===== config.mk =====
export PLATFORM = sky130hd
export DESIGN_NAME = bru_top
export DESIGN_NICKNAME = d
export VERILOG_FILES = /design/src/shared/bru_pkg.sv /design/src/bru_rotator.sv /design/src/bru_top.sv
export SDC_FILE = /design/constraint.sdc
export NUM_CORES = 1
export LEC_CHECK = 0
export BUFFER_PORTS_ARGS = -buffer_cell sky130_fd_sc_hd__buf_2
export CAP_MARGIN = 20
export CORE_MARGIN = 1.5
export CORE_UTILIZATION = 40
export DETAILED_ROUTE_END_ITERATION = 10
export PLACE_DENSITY_LB_ADDON = 0.3
export SLEW_MARGIN = 20
export SYNTH_ARGS = -nofsm -noshare
export SYNTH_HDL_FRONTEND = slang
export SYNTH_SLANG_ARGS = --single-unit

===== constraint.sdc =====
create_clock -name SYS_CLK_I -period 1.1 [get_ports SYS_CLK_I]
set_input_delay 0 -clock SYS_CLK_I [delete_from_list [all_inputs] [get_ports SYS_CLK_I]]
set_output_delay 0 -clock SYS_CLK_I [all_outputs]
set_load 0.01 [all_outputs]

===== src/shared/bru_pkg.sv =====
// byte rotate unit package: operation codes and widths
// assumes a single-clock core datapath around the unit
package bru_pkg;
	localparam int unsigned BRU_DATA_W = 8;               // data byte width
	localparam int unsigned BRU_MSB    = 7;               // top bit index
	localparam logic [7:0]  BRU_BYTE_RST = 8'h00;         // reset value of byte registers
	localparam logic        BRU_FLAG_RST = 1'b0;          // reset value of carry

	// operation select, encoded on the op port
	typedef enum logic [2:0] {
		BRU_OP_ROTATE_LEFT_THRU_FLAG,
		BRU_OP_ROTATE_LEFT_THRU_FLAG_TO_WORKING,
		BRU_OP_ROTATE_RIGHT_INPLACE,
		BRU_OP_ROTATE_RIGHT_TO_WORKING,
		BRU_OP_ROTATE_RIGHT_THRU_FLAG,
		BRU_OP_ROTATE_RIGHT_THRU_FLAG_TO_WORKING
	} bru_op_type;
endpackage : bru_pkg


===== src/bru_rotator.sv =====
// byte rotate unit: combinational one-bit rotator leaf
// assumes caller supplies direction, fill bit and operand in one cycle
module bru_rotator
	import bru_pkg::*;
(
	input  wire logic [BRU_DATA_W-1:0] data_i,    // operand byte
	input  wire logic                  left_i,    // 1 rotate left, 0 right
	input  wire logic                  fill_i,    // bit entering the vacated end
	output logic      [BRU_DATA_W-1:0] result_o,  // rotated byte
	output logic                       out_bit_o  // bit leaving the byte
);
	// shift one place, fill the vacated end, report the bit pushed out
	always_comb begin
		if (left_i) begin
			result_o  = {data_i[BRU_MSB-1:0], fill_i};
			out_bit_o = data_i[BRU_MSB];
		end else begin
			result_o  = {fill_i, data_i[BRU_MSB:1]};
			out_bit_o = data_i[0];
		end
	end
endmodule : bru_rotator


===== src/bru_top.sv =====
// byte rotate unit top: executes six rotate operations on a memory byte
// assumes decode presents op, byte and start; memory write is done from wr pulse
// Operation
// - left thru carry: bit0 gets old carry, carry gets bit7, write back byte
// - same left rotate thru carry into working register; memory untouched
// - right rotate, bit0 into bit7, write back, flags untouched
// - right rotate into working register; memory and carry unchanged
// - right thru carry: bit7 gets old carry, carry gets bit0, write back
// - same right rotate thru carry into working register; memory untouched
module bru_top
	import bru_pkg::*;
(
	input  wire logic                  SYS_CLK_I,     // core clock, 40 MHz
	input  wire logic                  RSTN_I,        // async reset, active low
	input  wire logic                  START_I,       // one-cycle execute strobe
	input  wire bru_op_type            OP_I,          // operation select
	input  wire logic [BRU_DATA_W-1:0] MEM_DATA_I,    // addressed byte read value
	input  wire logic                  CARRY_LD_I,    // load carry from core
	input  wire logic                  CARRY_VAL_I,   // carry value to load
	output logic [BRU_DATA_W-1:0]      MEM_WDATA_O,   // byte to write back
	output logic                       MEM_WR_O,      // write-back pulse
	output logic [BRU_DATA_W-1:0]      WORKING_O,     // working register
	output logic                       CARRY_O,       // carry flag
	output logic                       DONE_O         // result ready pulse
);
	// full unit state
	typedef struct packed {
		logic [BRU_DATA_W-1:0] wdata;
		logic                  wr;
		logic [BRU_DATA_W-1:0] working;
		logic                  carry;
		logic                  done;
	} bru_state_type;

	bru_state_type st_r;
	bru_state_type st_nxt;

	logic                  rot_left;
	logic                  rot_thru;
	logic                  rot_fill;
	logic [BRU_DATA_W-1:0] rot_res;
	logic                  rot_out;

	// direction and carry use per operation
	always_comb begin
		rot_left = 1'b0;
		rot_thru = 1'b0;
		unique case (OP_I)
			BRU_OP_ROTATE_LEFT_THRU_FLAG: begin
				rot_left = 1'b1;
				rot_thru = 1'b1;
			end
			BRU_OP_ROTATE_LEFT_THRU_FLAG_TO_WORKING: begin
				rot_left = 1'b1;
				rot_thru = 1'b1;
			end
			BRU_OP_ROTATE_RIGHT_INPLACE:             rot_thru = 1'b0;
			BRU_OP_ROTATE_RIGHT_TO_WORKING:          rot_thru = 1'b0;
			BRU_OP_ROTATE_RIGHT_THRU_FLAG:           rot_thru = 1'b1;
			BRU_OP_ROTATE_RIGHT_THRU_FLAG_TO_WORKING: rot_thru = 1'b1;
			default: begin
				rot_left = 1'b0;
				rot_thru = 1'b0;
			end
		endcase
	end

	// plain rotates feed the wrapped end bit, carry forms feed old carry
	assign rot_fill = rot_thru ? st_r.carry : (rot_left ? MEM_DATA_I[BRU_MSB] : MEM_DATA_I[0]);

	bru_rotator u_rot (
		.data_i    (MEM_DATA_I),
		.left_i    (rot_left),
		.fill_i    (rot_fill),
		.result_o  (rot_res),
		.out_bit_o (rot_out)
	);

	function automatic logic to_working(input bru_op_type op);
		return op == BRU_OP_ROTATE_LEFT_THRU_FLAG_TO_WORKING ||
		       op == BRU_OP_ROTATE_RIGHT_TO_WORKING ||
		       op == BRU_OP_ROTATE_RIGHT_THRU_FLAG_TO_WORKING;
	endfunction : to_working

	// next state; a thru-carry rotate wins over external carry load in the same cycle, a plain rotate lets it land
	always_comb begin
		st_nxt      = st_r;
		st_nxt.wr   = 1'b0;
		st_nxt.done = 1'b0;
		if (CARRY_LD_I) begin
			st_nxt.carry = CARRY_VAL_I;
		end
		if (START_I) begin
			st_nxt.done = 1'b1;
			if (to_working(OP_I)) begin
				st_nxt.working = rot_res;
			end else begin
				st_nxt.wdata = rot_res;
				st_nxt.wr    = 1'b1;
			end
			if (rot_thru) begin
				st_nxt.carry = rot_out;
			end
		end
	end

	// single state register
	always_ff @(posedge SYS_CLK_I or negedge RSTN_I) begin
		if (!RSTN_I) begin
			st_r <= '{wdata: BRU_BYTE_RST, wr: 1'b0, working: BRU_BYTE_RST,
			          carry: BRU_FLAG_RST, done: 1'b0};
		end else begin
			st_r <= st_nxt;
		end
	end

	assign MEM_WDATA_O = st_r.wdata;
	assign MEM_WR_O    = st_r.wr;
	assign WORKING_O   = st_r.working;
	assign CARRY_O     = st_r.carry;
	assign DONE_O      = st_r.done;

	// result checks, one cycle after the taking edge
	property p_left_thru_mem;
		@(posedge SYS_CLK_I) disable iff (!RSTN_I)
		START_I && OP_I == BRU_OP_ROTATE_LEFT_THRU_FLAG |=>
			MEM_WR_O && MEM_WDATA_O == {$past(MEM_DATA_I[6:0]), $past(CARRY_O)}
			&& CARRY_O == $past(MEM_DATA_I[7]);
	endproperty
	a_left_thru_mem: assert property (p_left_thru_mem) else $error("left thru carry wrong");

	property p_left_thru_work;
		@(posedge SYS_CLK_I) disable iff (!RSTN_I)
		START_I && OP_I == BRU_OP_ROTATE_LEFT_THRU_FLAG_TO_WORKING |=>
			!MEM_WR_O && WORKING_O == {$past(MEM_DATA_I[6:0]), $past(CARRY_O)}
			&& CARRY_O == $past(MEM_DATA_I[7]);
	endproperty
	a_left_thru_work: assert property (p_left_thru_work) else $error("left to working wrong");

	property p_right_mem;
		@(posedge SYS_CLK_I) disable iff (!RSTN_I)
		START_I && !CARRY_LD_I && OP_I == BRU_OP_ROTATE_RIGHT_INPLACE |=>
			MEM_WR_O && MEM_WDATA_O == {$past(MEM_DATA_I[0]), $past(MEM_DATA_I[7:1])}
			&& $stable(CARRY_O);
	endproperty
	a_right_mem: assert property (p_right_mem) else $error("right rotate wrong");

	property p_right_work;
		@(posedge SYS_CLK_I) disable iff (!RSTN_I)
		START_I && !CARRY_LD_I && OP_I == BRU_OP_ROTATE_RIGHT_TO_WORKING |=>
			!MEM_WR_O && WORKING_O == {$past(MEM_DATA_I[0]), $past(MEM_DATA_I[7:1])}
			&& $stable(CARRY_O);
	endproperty
	a_right_work: assert property (p_right_work) else $error("right to working wrong");

	property p_right_thru_mem;
		@(posedge SYS_CLK_I) disable iff (!RSTN_I)
		START_I && OP_I == BRU_OP_ROTATE_RIGHT_THRU_FLAG |=>
			MEM_WR_O && MEM_WDATA_O == {$past(CARRY_O), $past(MEM_DATA_I[7:1])}
			&& CARRY_O == $past(MEM_DATA_I[0]);
	endproperty
	a_right_thru_mem: assert property (p_right_thru_mem) else $error("right thru wrong");

	property p_right_thru_work;
		@(posedge SYS_CLK_I) disable iff (!RSTN_I)
		START_I && OP_I == BRU_OP_ROTATE_RIGHT_THRU_FLAG_TO_WORKING |=>
			!MEM_WR_O && WORKING_O == {$past(CARRY_O), $past(MEM_DATA_I[7:1])}
			&& CARRY_O == $past(MEM_DATA_I[0]);
	endproperty
	a_right_thru_work: assert property (p_right_thru_work) else $error("right thru working bad");

	// a to-working op must not raise the write strobe nor move the write-back byte
	property p_work_keeps_mem;
		@(posedge SYS_CLK_I) disable iff (!RSTN_I)
		START_I && to_working(OP_I) |=>
			!MEM_WR_O && $stable(MEM_WDATA_O);
	endproperty
	a_work_keeps_mem: assert property (p_work_keeps_mem)
		else $error("working op touched memory");

	// an in-place op leaves the working register as it was
	property p_mem_keeps_work;
		@(posedge SYS_CLK_I) disable iff (!RSTN_I)
		START_I && !to_working(OP_I) |=>
			$stable(WORKING_O);
	endproperty
	a_mem_keeps_work: assert property (p_mem_keeps_work)
		else $error("in-place op touched working register");

	// done follows every taken strobe by exactly one cycle
	property p_done_pulse;
		@(posedge SYS_CLK_I) disable iff (!RSTN_I)
		START_I |=> DONE_O;
	endproperty
	a_done_pulse: assert property (p_done_pulse)
		else $error("done missing after strobe");

	// strobes drop after one cycle; a stuck write would corrupt memory
	property p_idle_quiet;
		@(posedge SYS_CLK_I) disable iff (!RSTN_I)
		!START_I |=> !DONE_O && !MEM_WR_O;
	endproperty
	a_idle_quiet: assert property (p_idle_quiet)
		else $error("strobe held without a request");

	// carry only moves on a rotate or a core load
	property p_carry_quiet;
		@(posedge SYS_CLK_I) disable iff (!RSTN_I)
		!START_I && !CARRY_LD_I |=> $stable(CARRY_O);
	endproperty
	a_carry_quiet: assert property (p_carry_quiet)
		else $error("carry moved while idle");

	// plain rotates leave carry to the core, so a same-cycle load still lands
	property p_plain_load;
		@(posedge SYS_CLK_I) disable iff (!RSTN_I)
		START_I && CARRY_LD_I && (OP_I == BRU_OP_ROTATE_RIGHT_INPLACE ||
			OP_I == BRU_OP_ROTATE_RIGHT_TO_WORKING) |=>
			CARRY_O == $past(CARRY_VAL_I);
	endproperty
	a_plain_load: assert property (p_plain_load)
		else $error("carry load lost on plain rotate");

	// spare codes act as a plain right rotate with write-back, never a hang
	property p_spare_code;
		@(posedge SYS_CLK_I) disable iff (!RSTN_I)
		START_I && !CARRY_LD_I && 3'(OP_I) > 3'h5 |=>
			MEM_WR_O && MEM_WDATA_O == {$past(MEM_DATA_I[0]), $past(MEM_DATA_I[7:1])}
			&& $stable(CARRY_O);
	endproperty
	a_spare_code: assert property (p_spare_code)
		else $error("spare code misbehaved");
endmodule : bru_top


Word-level counts from Yosys, hierarchy flattened
Cells that the tools add are included.
{"block": "op_classes", "mux": 10, "n_reduce_logical": 7, "n_bitwise": 1, "eq_ne": 4}
{"cell": "$mux W8", "count": 2}
{"cell": "$mux W11", "count": 1}
{"cell": "$mux W1", "count": 7}
{"cell": "$eq A3 B3 Y1 const B", "count": 2}
{"cell": "$reduce_and A2 Y1", "count": 2}
{"cell": "$reduce_or A4 Y1", "count": 1}
{"cell": "$eq A3 B1 Y1 const B", "count": 1}
{"cell": "$eq A3 B2 Y1 const B", "count": 1}
{"cell": "$logic_not A3 Y1", "count": 1}
{"cell": "$logic_or A1 B1 Y1", "count": 2}
{"cell": "$reduce_or A2 Y1", "count": 1}
{"cell": "$not A1 Y1", "count": 1}
{"block": "totals", "input_bits": 16, "out_inout_bits": 19, "word_cells": 27, "reg_bits": 19}

Longest topological paths before layout
Gate-level depths: netlist (run 1).
{"block": "depth", "word_depth": 8, "mapped_depth": 5}

Cells and area by module
From an unflattened synthesis (run 1), not the netlist that was laid out.
{"block": "hier_totals", "hier_cells": 56, "hier_area_um2": 917.1}
{"mod": "bru_top", "seq_area_each_um2": 475.5, "area_each_um2": 770.7, "n_inst": 1, "cells_per_inst": 46}
{"mod": "bru_rotator", "seq_area_each_um2": 0.0, "area_each_um2": 146.4, "n_inst": 1, "cells_per_inst": 10}

Worst setup path after synthesis (run 1)
OpenSTA, ideal clock, no wires.
{"block": "synth_path", "path_type": "register to register", "from": "register st_r, in the netlist CARRY_O", "to": "register st_r, in the netlist MEM_WDATA_O[0]", "path_slack_ns": 0.042, "setup_ns": 0.125, "arrival_time_ns": 0.933, "path_stages_with_launch": 3, "path_cell_list": "dfrtp_1 mux2_2 mux2_2"}
{"block": "synth_via", "elab_chain_len": 2}
{"item": "start, declared", "line_no": "bru_top.sv:35", "rtl": "bru_state_type st_r;"}
{"item": "start signal, assigned", "line_no": "bru_top.sv:110", "rtl": "st_r <= '{wdata: BRU_BYTE_RST, wr: 1'b0, working: BRU_BYTE_RST,"}
{"item": "start signal, assigned", "line_no": "bru_top.sv:113", "rtl": "st_r <= st_nxt;"}
{"item": "$mux W1", "line_no": "bru_top.sv:69", "rtl": "assign rot_fill = rot_thru ? st_r.carry : (rot_left ? MEM_DATA_I[BRU_MSB] : MEM_DATA_I[0]);"}
{"item": "$mux W8", "line_no": "bru_rotator.sv:14", "rtl": "if (left_i) begin"}
Every way passes these cells.
A chain may end at the register's enable or synchronous reset.

Worst setup path after layout (run 1)
Same ends and word-level chain as after synthesis.

==> implementation parameters, run 1 <==
Parameter                              Value

Run status
  Outcome ... finished clean

Synthesis
  Gate Count Post-Synth ... 68
  Mean post-synth cell area ... between 10 and 15 sq um
  Area of the mapped netlist ... just under 900 sq um
  Number of unique standard cell types used by synthesis ... 20
  Sequential element share of the synthesized area ... 54.6%
  Post-synthesis sequential element count ... 19
  Synthesized netlist net count ... 84
  Count of synthesis-stage warnings from yosys ... 0

Layout
  Fraction of the core area covered by cells at the end of the flow ... between 50% and 60%
  # diodes ... 0
  Fill cell instance count of the final layout ... 200
  Net count of the finished layout ... between 100 and 150
  Sequential cell area ... ~480 sq um
  Post-synthesis to final-layout area growth ... 31.3%
  Fraction of final layout cells sized beyond drive strength 1 ... 54.1%
  Multi-input gate area in the final layout ... between 300 and 400 sq um
  Final non-filler cell area ... roughly 0.0011 sq mm

Critical path
  Maximum fanout encountered on the critical timing path ... 4
  FF-to-FF End ... MEM_WDATA_O[0]
  Count of cells along the worst register-to-register path ... 2
  Type of destination of the critical path ... flip-flop
  Startpoint of the most critical register-to-register path ... CARRY_O
  CP arrival ... between 1000 and 1500 ps
  Worst path required time ... ~1300 ps
  Crit Path Category ... reg -> reg
  Flop-to-flop setup slack ... roughly 34 ps
  Worst Setup Start Kind ... flip-flop

CTS
  Register clock-pin slew on the reported worst setup and hold paths ... roughly 110 ps
  H-tree lvl count ... 1
  Count of clock tree sinks ... 19
  Clock tree from TritonCTS ... built
  Number of buffers created by CTS ... 3
  Clk_lat worst skew ... 290 ps
  Maximum buffer depth of the clock tree ... 2
  Setup bufs post-CTS ... 0
  Buffer cell driving the clock tree root ... clkbuf_4

Detailed routing
  DRC errors left ... 0
  Routed vias ... ~670
  Count of TritonRoute iterations in the first routing pass ... 4
  Routed len/inst ... 13.1 um
  Post-detailed-route count of antenna-violating nets ... 0
  Mean number of vias per cell ... roughly 4.9
  Initial DRC count ... 9
  Total detailed-routing wirelength ... 1810 um

STA
  Setup-failing EPs final ... 0
  Final Cycle Share ... 96.9%
  Worst setup margin ... around 34 ps
  Fmax ... between 0.9 and 1 GHz
  Sum of negative setup slack ... 0 ps
  Setup skew after layout ... approximately 0.27 ps
  Final hold viol count ... 0
  Relative slew slack ... between 70% and 80%
  Slew at the pin closest to its max-slew limit ... about 420 ps
  Count of final max-slew check failures ... 0
  RSZ-0062 raised after global routing ... false
  Min Clock Period, post-route ... 1070 ps

Global route
  Pin count of the biggest net entering global routing ... 20
  Overall track demand over capacity in global routing ... roughly 16%
  Wire length of the first global-routing pass ... 2930 um
  Initial antenna violation count ... 0
  Gr ovfl total ... 0
  Via count of the first global-routing pass ... 622

Placed design
  Buffers on Ports ... 34
  Post-DP HPWL ... about 1400 um
  Placed instance area ... roughly 0.0011 sq mm
  RD Place Congestion ... ~0.77
  Pre-CTS worst setup slack ... -61.0 ps

Floorplanning
  Total die area ... 0.00247 sq mm
  Core Rows ... 16
  Floorplan die height ... approximately 50 um
  Number of top-level pins ... 35
  Effective utilization at floorplan ... a little over two fifths
  Chip Width ... about 50 um
  Area of the core ... around 0.0020 sq mm

Pwr
  Static leakage power ... 0.568 nW
  P per Cell Area ... ~1500 mW/mm^2
  Final Total Pwr ... ~1.7 mW
  VDD IR max ... slightly above 0.001 V

Worst hold path
  Startpoint of the worst hold path ... START_I
  Worst hold path endpoint ... MEM_WDATA_O[7]
  Hold Path Depth ... 3
  Class of the worst hold path ... in -> reg

Flow run
  MaxCap Viol Count ... 0
==> layer usage <==
metal  part of all wire (%)  routed length, um  GRT usage [%]  vias to the layer above
li1                       -                  -              -                      331
met1                     47                859           21.6                      318
met2                     46                833           24.2                       21
met3                    5.9                107           3.94                        2
met4                   0.72                 13           6.94                        0
met5                      0                  0              0                        -
==> registers in the layout (all words and copies together), names as in the netlist <==
name	count
MEM_WR_O	1
DONE_O	1
CARRY_O	1
WORKING_O	8
MEM_WDATA_O	8
==> report_power, final <==
group	leakage [nW]	switching (mW)	internal, mW
clock network	0.0177	0.214	0.135
logic	0.326	0.210	0.235
registers	0.225	0.0563	0.809
total	0.568	0.480	1.18
==> worst max-delay path by stage <==
| stage | start | end | slack [ps] | depth (start not counted) |
|---|---|---|---|---|
| floorplan | CARRY_O | MEM_WDATA_O[0] | 40 | 2 |
| detailed placement | OP_I[1] | MEM_WDATA_O[3] | -60 | 4 |
| global route | CARRY_O | WORKING_O[7] | 1 | 2 |
| CTS | CARRY_O | MEM_WDATA_O[0] | 20 | 2 |
| finish | CARRY_O | MEM_WDATA_O[0] | 30 | 2 |
| global placement | OP_I[2] | WORKING_O[1] | -20 | 4 |
==> stage by stage <==
step,cells,hold WS (ps)
CTS,138,4.36
global placement,132,-45.9
floorplan,68,-296
detailed placement,132,-42.7
global route,138,26.2
finish,138,12.4
==> synth_stat cells, drive strengths merged <==
master  instances  share of area, %
nand2b          1              0.72
o22ai           1              0.72
nand3           1              0.57
o21ai           8               4.6
nor2            1              0.72
a21boi          1               1.3
a21oi           6               3.4
and2b           1              0.86
and2            1               1.0
or2b            1              0.86
inv             3               1.3
dfrtp          19                55
a211oi          1              0.86
mux2i           4               4.6
mux2           13                19
o31ai           2               1.7
nand2           1              0.43
buf             3               3.2
==> layout by cell type (no fill, tap or decap) <==
cell / count
o31ai_1: 2
nand2b_1: 1
a211oi_1: 1
nand2_1: 1
clkbuf_4: 3
and2_4: 1
dfrtp_1: 19
nand3_1: 1
buf_4: 6
o21ai_0: 8
a21boi_2: 1
mux2_2: 8
mux2i_1: 4
dlygate4sd3_1: 2
o22ai_1: 1
inv_1: 3
nor2_2: 1
or2b_1: 1
a21oi_1: 6
mux2_4: 5
buf_2: 34
clkinv_2: 1
and2b_1: 1
==> logic make-up after synthesis <==
logic type	after synthesis	share of synthesized area [%]
AND/OR/NAND/NOR	7	5.17
flip-flops	19	54.6
multiplexers	17	23.1
AO/OA/AOI/OAI	19	12.6
buffers and inverters	6	4.45
==> cell type report <==
cell class                 instances  area share (%)
sequential                        19            41.6
multi-input combinational         43            31.5
timing repair buffer              42            20.6
tap                               27            2.95
clock buffer                       3            1.97
inverter                           3           0.985
clock inverter                     1           0.438
==> worst max-delay path, stage by stage, from the launching register on <==
cell	delay, ps
dfrtp_1	430
mux2_4	280
mux2_2	250
==> what timing repair did <==
action                     4_1_cts  5_1_grt
setup endpoints to repair        0        2
resized for setup                0        1
hold buffers                     2        0
hold endpoints to repair        20        0
Power figures use the tool's default switching activity.
==> inputs of run 2 (changes only) <==
--- a/config.mk
+++ b/config.mk
@@ -7,6 +7,7 @@
 export LEC_CHECK = 0
 export BUFFER_PORTS_ARGS = -buffer_cell sky130_fd_sc_hd__buf_2
 export CAP_MARGIN = 20
+export CORE_ASPECT_RATIO = 0.75
 export CORE_MARGIN = 1.5
 export CORE_UTILIZATION = 40
 export DETAILED_ROUTE_END_ITERATION = 10
==> constraint.sdc (replaced) <==
create_clock -name SYS_CLK_I -period 1.1 [get_ports SYS_CLK_I]
set_input_delay 0 -clock SYS_CLK_I [delete_from_list [all_inputs] [get_ports SYS_CLK_I]]
set_output_delay 0 -clock SYS_CLK_I [all_outputs]
set_load 0.005 [all_outputs]
==> run 2 against run 1 <==
  * Clock power is essentially flat
  * Clock skew is essentially flat
  * Global-route usage grew 0.94 points
  * Sequential power is essentially flat
  * Combinational power shrank 8.5%
  * Core utilization shrank 0.35 points
  * Maximum frequency grew 0.46%
  * Final cell count shrank 0.72%
  * Design area grew 0.88%
  * Sequential cell count is the same
  * Non-clock buffer count grew 2
  * Largest power group unchanged
  * Clock-buffer cell count grew 1
==> implementation parameters, run 2 (same netlist as run 1, synthesis figures left out) <==
Parameter                              Value

Run status
  Outcome ... finished clean

Pwr
  P per Cell Area ... 1410 mW/mm^2 (-3.1%)
  Psw ... 434 uW (-9.7%)
  VDD IR max ... 0.000936 V (-7.8%)
  Clock network fraction of design power ... 21.6% (+0.6 points)
  Fraction of power consumed by sequential logic ... 53.3% (+1.1 points)
  Internal Pwr Total ... 1.19 mW (+0.76%)
  Share of total power in combinational logic ... 25.1% (-1.7 points)
  Net Sw Frac ... 26.8% (-2.2 points)
  Static leakage power ... 0.576 nW (+1.3%)

Layout
  Net count of the finished layout ... 130 (+1.6%)
  Fraction of final layout cells sized beyond drive strength 1 ... 54.0% (-0.072 points)
  Sequential cell area ... 475 sq um (unchanged)
  Count of placed standard cells in the final layout, fillers left out ... 137 (-0.72%)
  # diodes ... 0 (unchanged)
  Fill cell instance count of the final layout ... 191 (-4.5%)
  Most common cell after layout, fill and taps aside ... buf_2
  Post-synthesis to final-layout area growth ... 32.5%
  Multi-input gate area in the final layout ... 360 sq um (unchanged)
  Commonest cells after routing, fill and taps aside ... buf_2 (34), dfrtp_1 (19), mux2_2 (8), o21ai_0 (8), buf_4 (8)

Worst hold path
  Startpoint of the worst hold path ... START_I
  Hold Path Depth ... 3 (unchanged)
  Class of the worst hold path ... in -> reg
  Worst hold path endpoint ... MEM_WDATA_O[7]

Floorplanning
  Effective utilization at floorplan ... 42.9% (-0.64 points)
  Area of the core ... 0.00203 sq mm (+1.5%)
  Chip Width ... 56.9 um (+15%)
  Number of top-level pins ... 35 (unchanged)
  Total die area ... 0.00247 sq mm (+0.11%)
  Floorplan die height ... 43.4 um (-13%)
  Core Rows ... 14 (-2)

Detailed routing
  Post-detailed-route count of antenna-violating nets ... 0 (unchanged)
  Initial DRC count ... 13 (+4)
  Total detailed-routing wirelength ... 1860 um (+2.3%)
  Routed vias ... 676 (+0.60%)
  DRC errors left ... 0 (unchanged)
  Routed len/inst ... 13.5 um (+3.1%)
  Mean number of vias per cell ... 4.93 (+1.3%)
  Count of TritonRoute iterations in the first routing pass ... 4 (unchanged)

STA
  Min Clock Period, post-route ... 1060 ps (-4.90 ps)
  Setup skew after layout ... 0.186 ps (-0.0817 ps)
  Worst setup margin ... 39.0 ps (+4.90 ps)
  Sum of negative setup slack ... 0 ps (unchanged)
  Worst hold slack after final layout ... 11.6 ps (-0.770 ps)
  Slew at the pin closest to its max-slew limit ... 421 ps (+0.883 ps)
  Relative slew slack ... 71.9% (about the same)
  Fmax ... 0.942 GHz (+0.46%)
  Count of final max-slew check failures ... 0 (unchanged)
  Setup-failing EPs final ... 0 (unchanged)
  Final Cycle Share ... 96.5% (-0.45 points)
  RSZ-0062 raised after global routing ... false
  Final hold viol count ... 0 (unchanged)

Flow run
  MaxCap Viol Count ... 0 (unchanged)

Global route
  Wire length of the first global-routing pass ... 3060 um (+4.7%)
  Initial antenna violation count ... 0 (unchanged)
  Overall track demand over capacity in global routing ... 16.9% (+0.94 points)
  Gr ovfl total ... 0 (unchanged)
  Via count of the first global-routing pass ... 663 (+6.6%)
  Pin count of the biggest net entering global routing ... 20 (unchanged)

Placed design
  DP Cell Count ... 131 (-0.76%)
  Pre-CTS worst setup slack ... -31.9 ps (+29.1 ps)
  RD Place Congestion ... 0.782 (+1.5%)
  Post-DP HPWL ... 1440 um (+6.0%)
  Buffers on Ports ... 34 (unchanged)

Critical path
  Cell chain of the critical path ... mux2_4 > mux2_2
  Worst path required time ... 1300 ps (about the same)
  Type of destination of the critical path ... flip-flop
  FF-to-FF End ... MEM_WDATA_O[0]
  CP arrival ... 1260 ps (about the same)
  Maximum fanout encountered on the critical timing path ... 4 (unchanged)
  Critical-path cell with the highest stage delay ... dfrtp_1
  Startpoint of the most critical register-to-register path ... CARRY_O
  Worst Setup Start Kind ... flip-flop
  Crit Path Category ... reg -> reg
  Flop-to-flop setup slack ... 40 ps (about the same)
  Count of cells along the worst register-to-register path ... 2 (unchanged)
  Max stage delay on crit path ... 430 ps (about the same)

CTS
  Count of clock tree sinks ... 19 (unchanged)
  Clock tree from TritonCTS ... built
  Register clock-pin slew on the reported worst setup and hold paths ... 110 ps (about the same)
  H-tree lvl count ... 1 (unchanged)
  Buffer cell driving the clock tree root ... clkbuf_4
  Clk_lat worst skew ... 300 ps (about the same)
  Number of buffers created by CTS ... 3 (unchanged)
  Setup bufs post-CTS ... 0 (unchanged)
  Maximum buffer depth of the clock tree ... 2 (unchanged)
[run 2: worst max-delay path by stage]
| stage | startpoint | end |
|---|---|---|
| after floorplan | CARRY_O | MEM_WDATA_O[0] |
| after detailed placement | OP_I[2] | MEM_WDATA_O[1] |
| after global placement | OP_I[2] | MEM_WDATA_O[2] |
| final | CARRY_O | MEM_WDATA_O[0] |
| after global routing | CARRY_O | MEM_WDATA_O[0] |
| after CTS | CARRY_O | WORKING_O[0] |
[run 2: metal layers]
layer | share of wire, % | track usage, % | wire, um
met2 | 43 | 26.5 | 789
met1 | 47 | 21.9 | 878
met3 | 9.4 | 7.46 | 174
met5 | 0 | 0 | 0
met4 | 0.65 | 4.19 | 12
[run 2: critical path, delay by kind of cell (launching register included)]
| kind | cells | cell delay, ps |
|---|---|---|
| muxes | 2 | 530 |
| DFF | 1 | 430 |
[run 2: cell type report]
type | instances | area share, %
Inverter | 3 | 0.976
Sequential cell | 19 | 41.2
Tap cell | 24 | 2.60
Multi-Input combinational cell | 43 | 31.2
Clock buffer | 4 | 2.28
Timing Repair Buffer | 44 | 21.7
[run 2: per-stage QoR]
step	power [mW]	instance area, sq um	util [%]
2_1_floorplan	1.08	871	-
3_3_place_gp	1.27	1100	54.3
3_5_place_dp	1.29	1100	54.3
4_1_cts	1.64	1150	56.6
5_1_grt	1.73	1150	56.8
6_report	1.62	1150	56.8
[run 2: repair_timing]
| action | CTS | global route |
|---|---|---|
| hold endpoints to repair | 20 | 0 |
| resized for setup | 0 | 1 |
| endpoints found under the setup margin | 0 | 2 |
| hold buffers | 2 | 0 |
[run 2: power by group through the flow]
stage                     sequential, mW  clock [mW]  combinational (mW)
after floorplan                    0.888           0               0.187
after global placement             0.876           0               0.398
after detailed placement           0.881           0               0.406
after CTS                          0.866       0.361               0.414
after global routing               0.880       0.399               0.451
final                              0.864       0.351               0.407
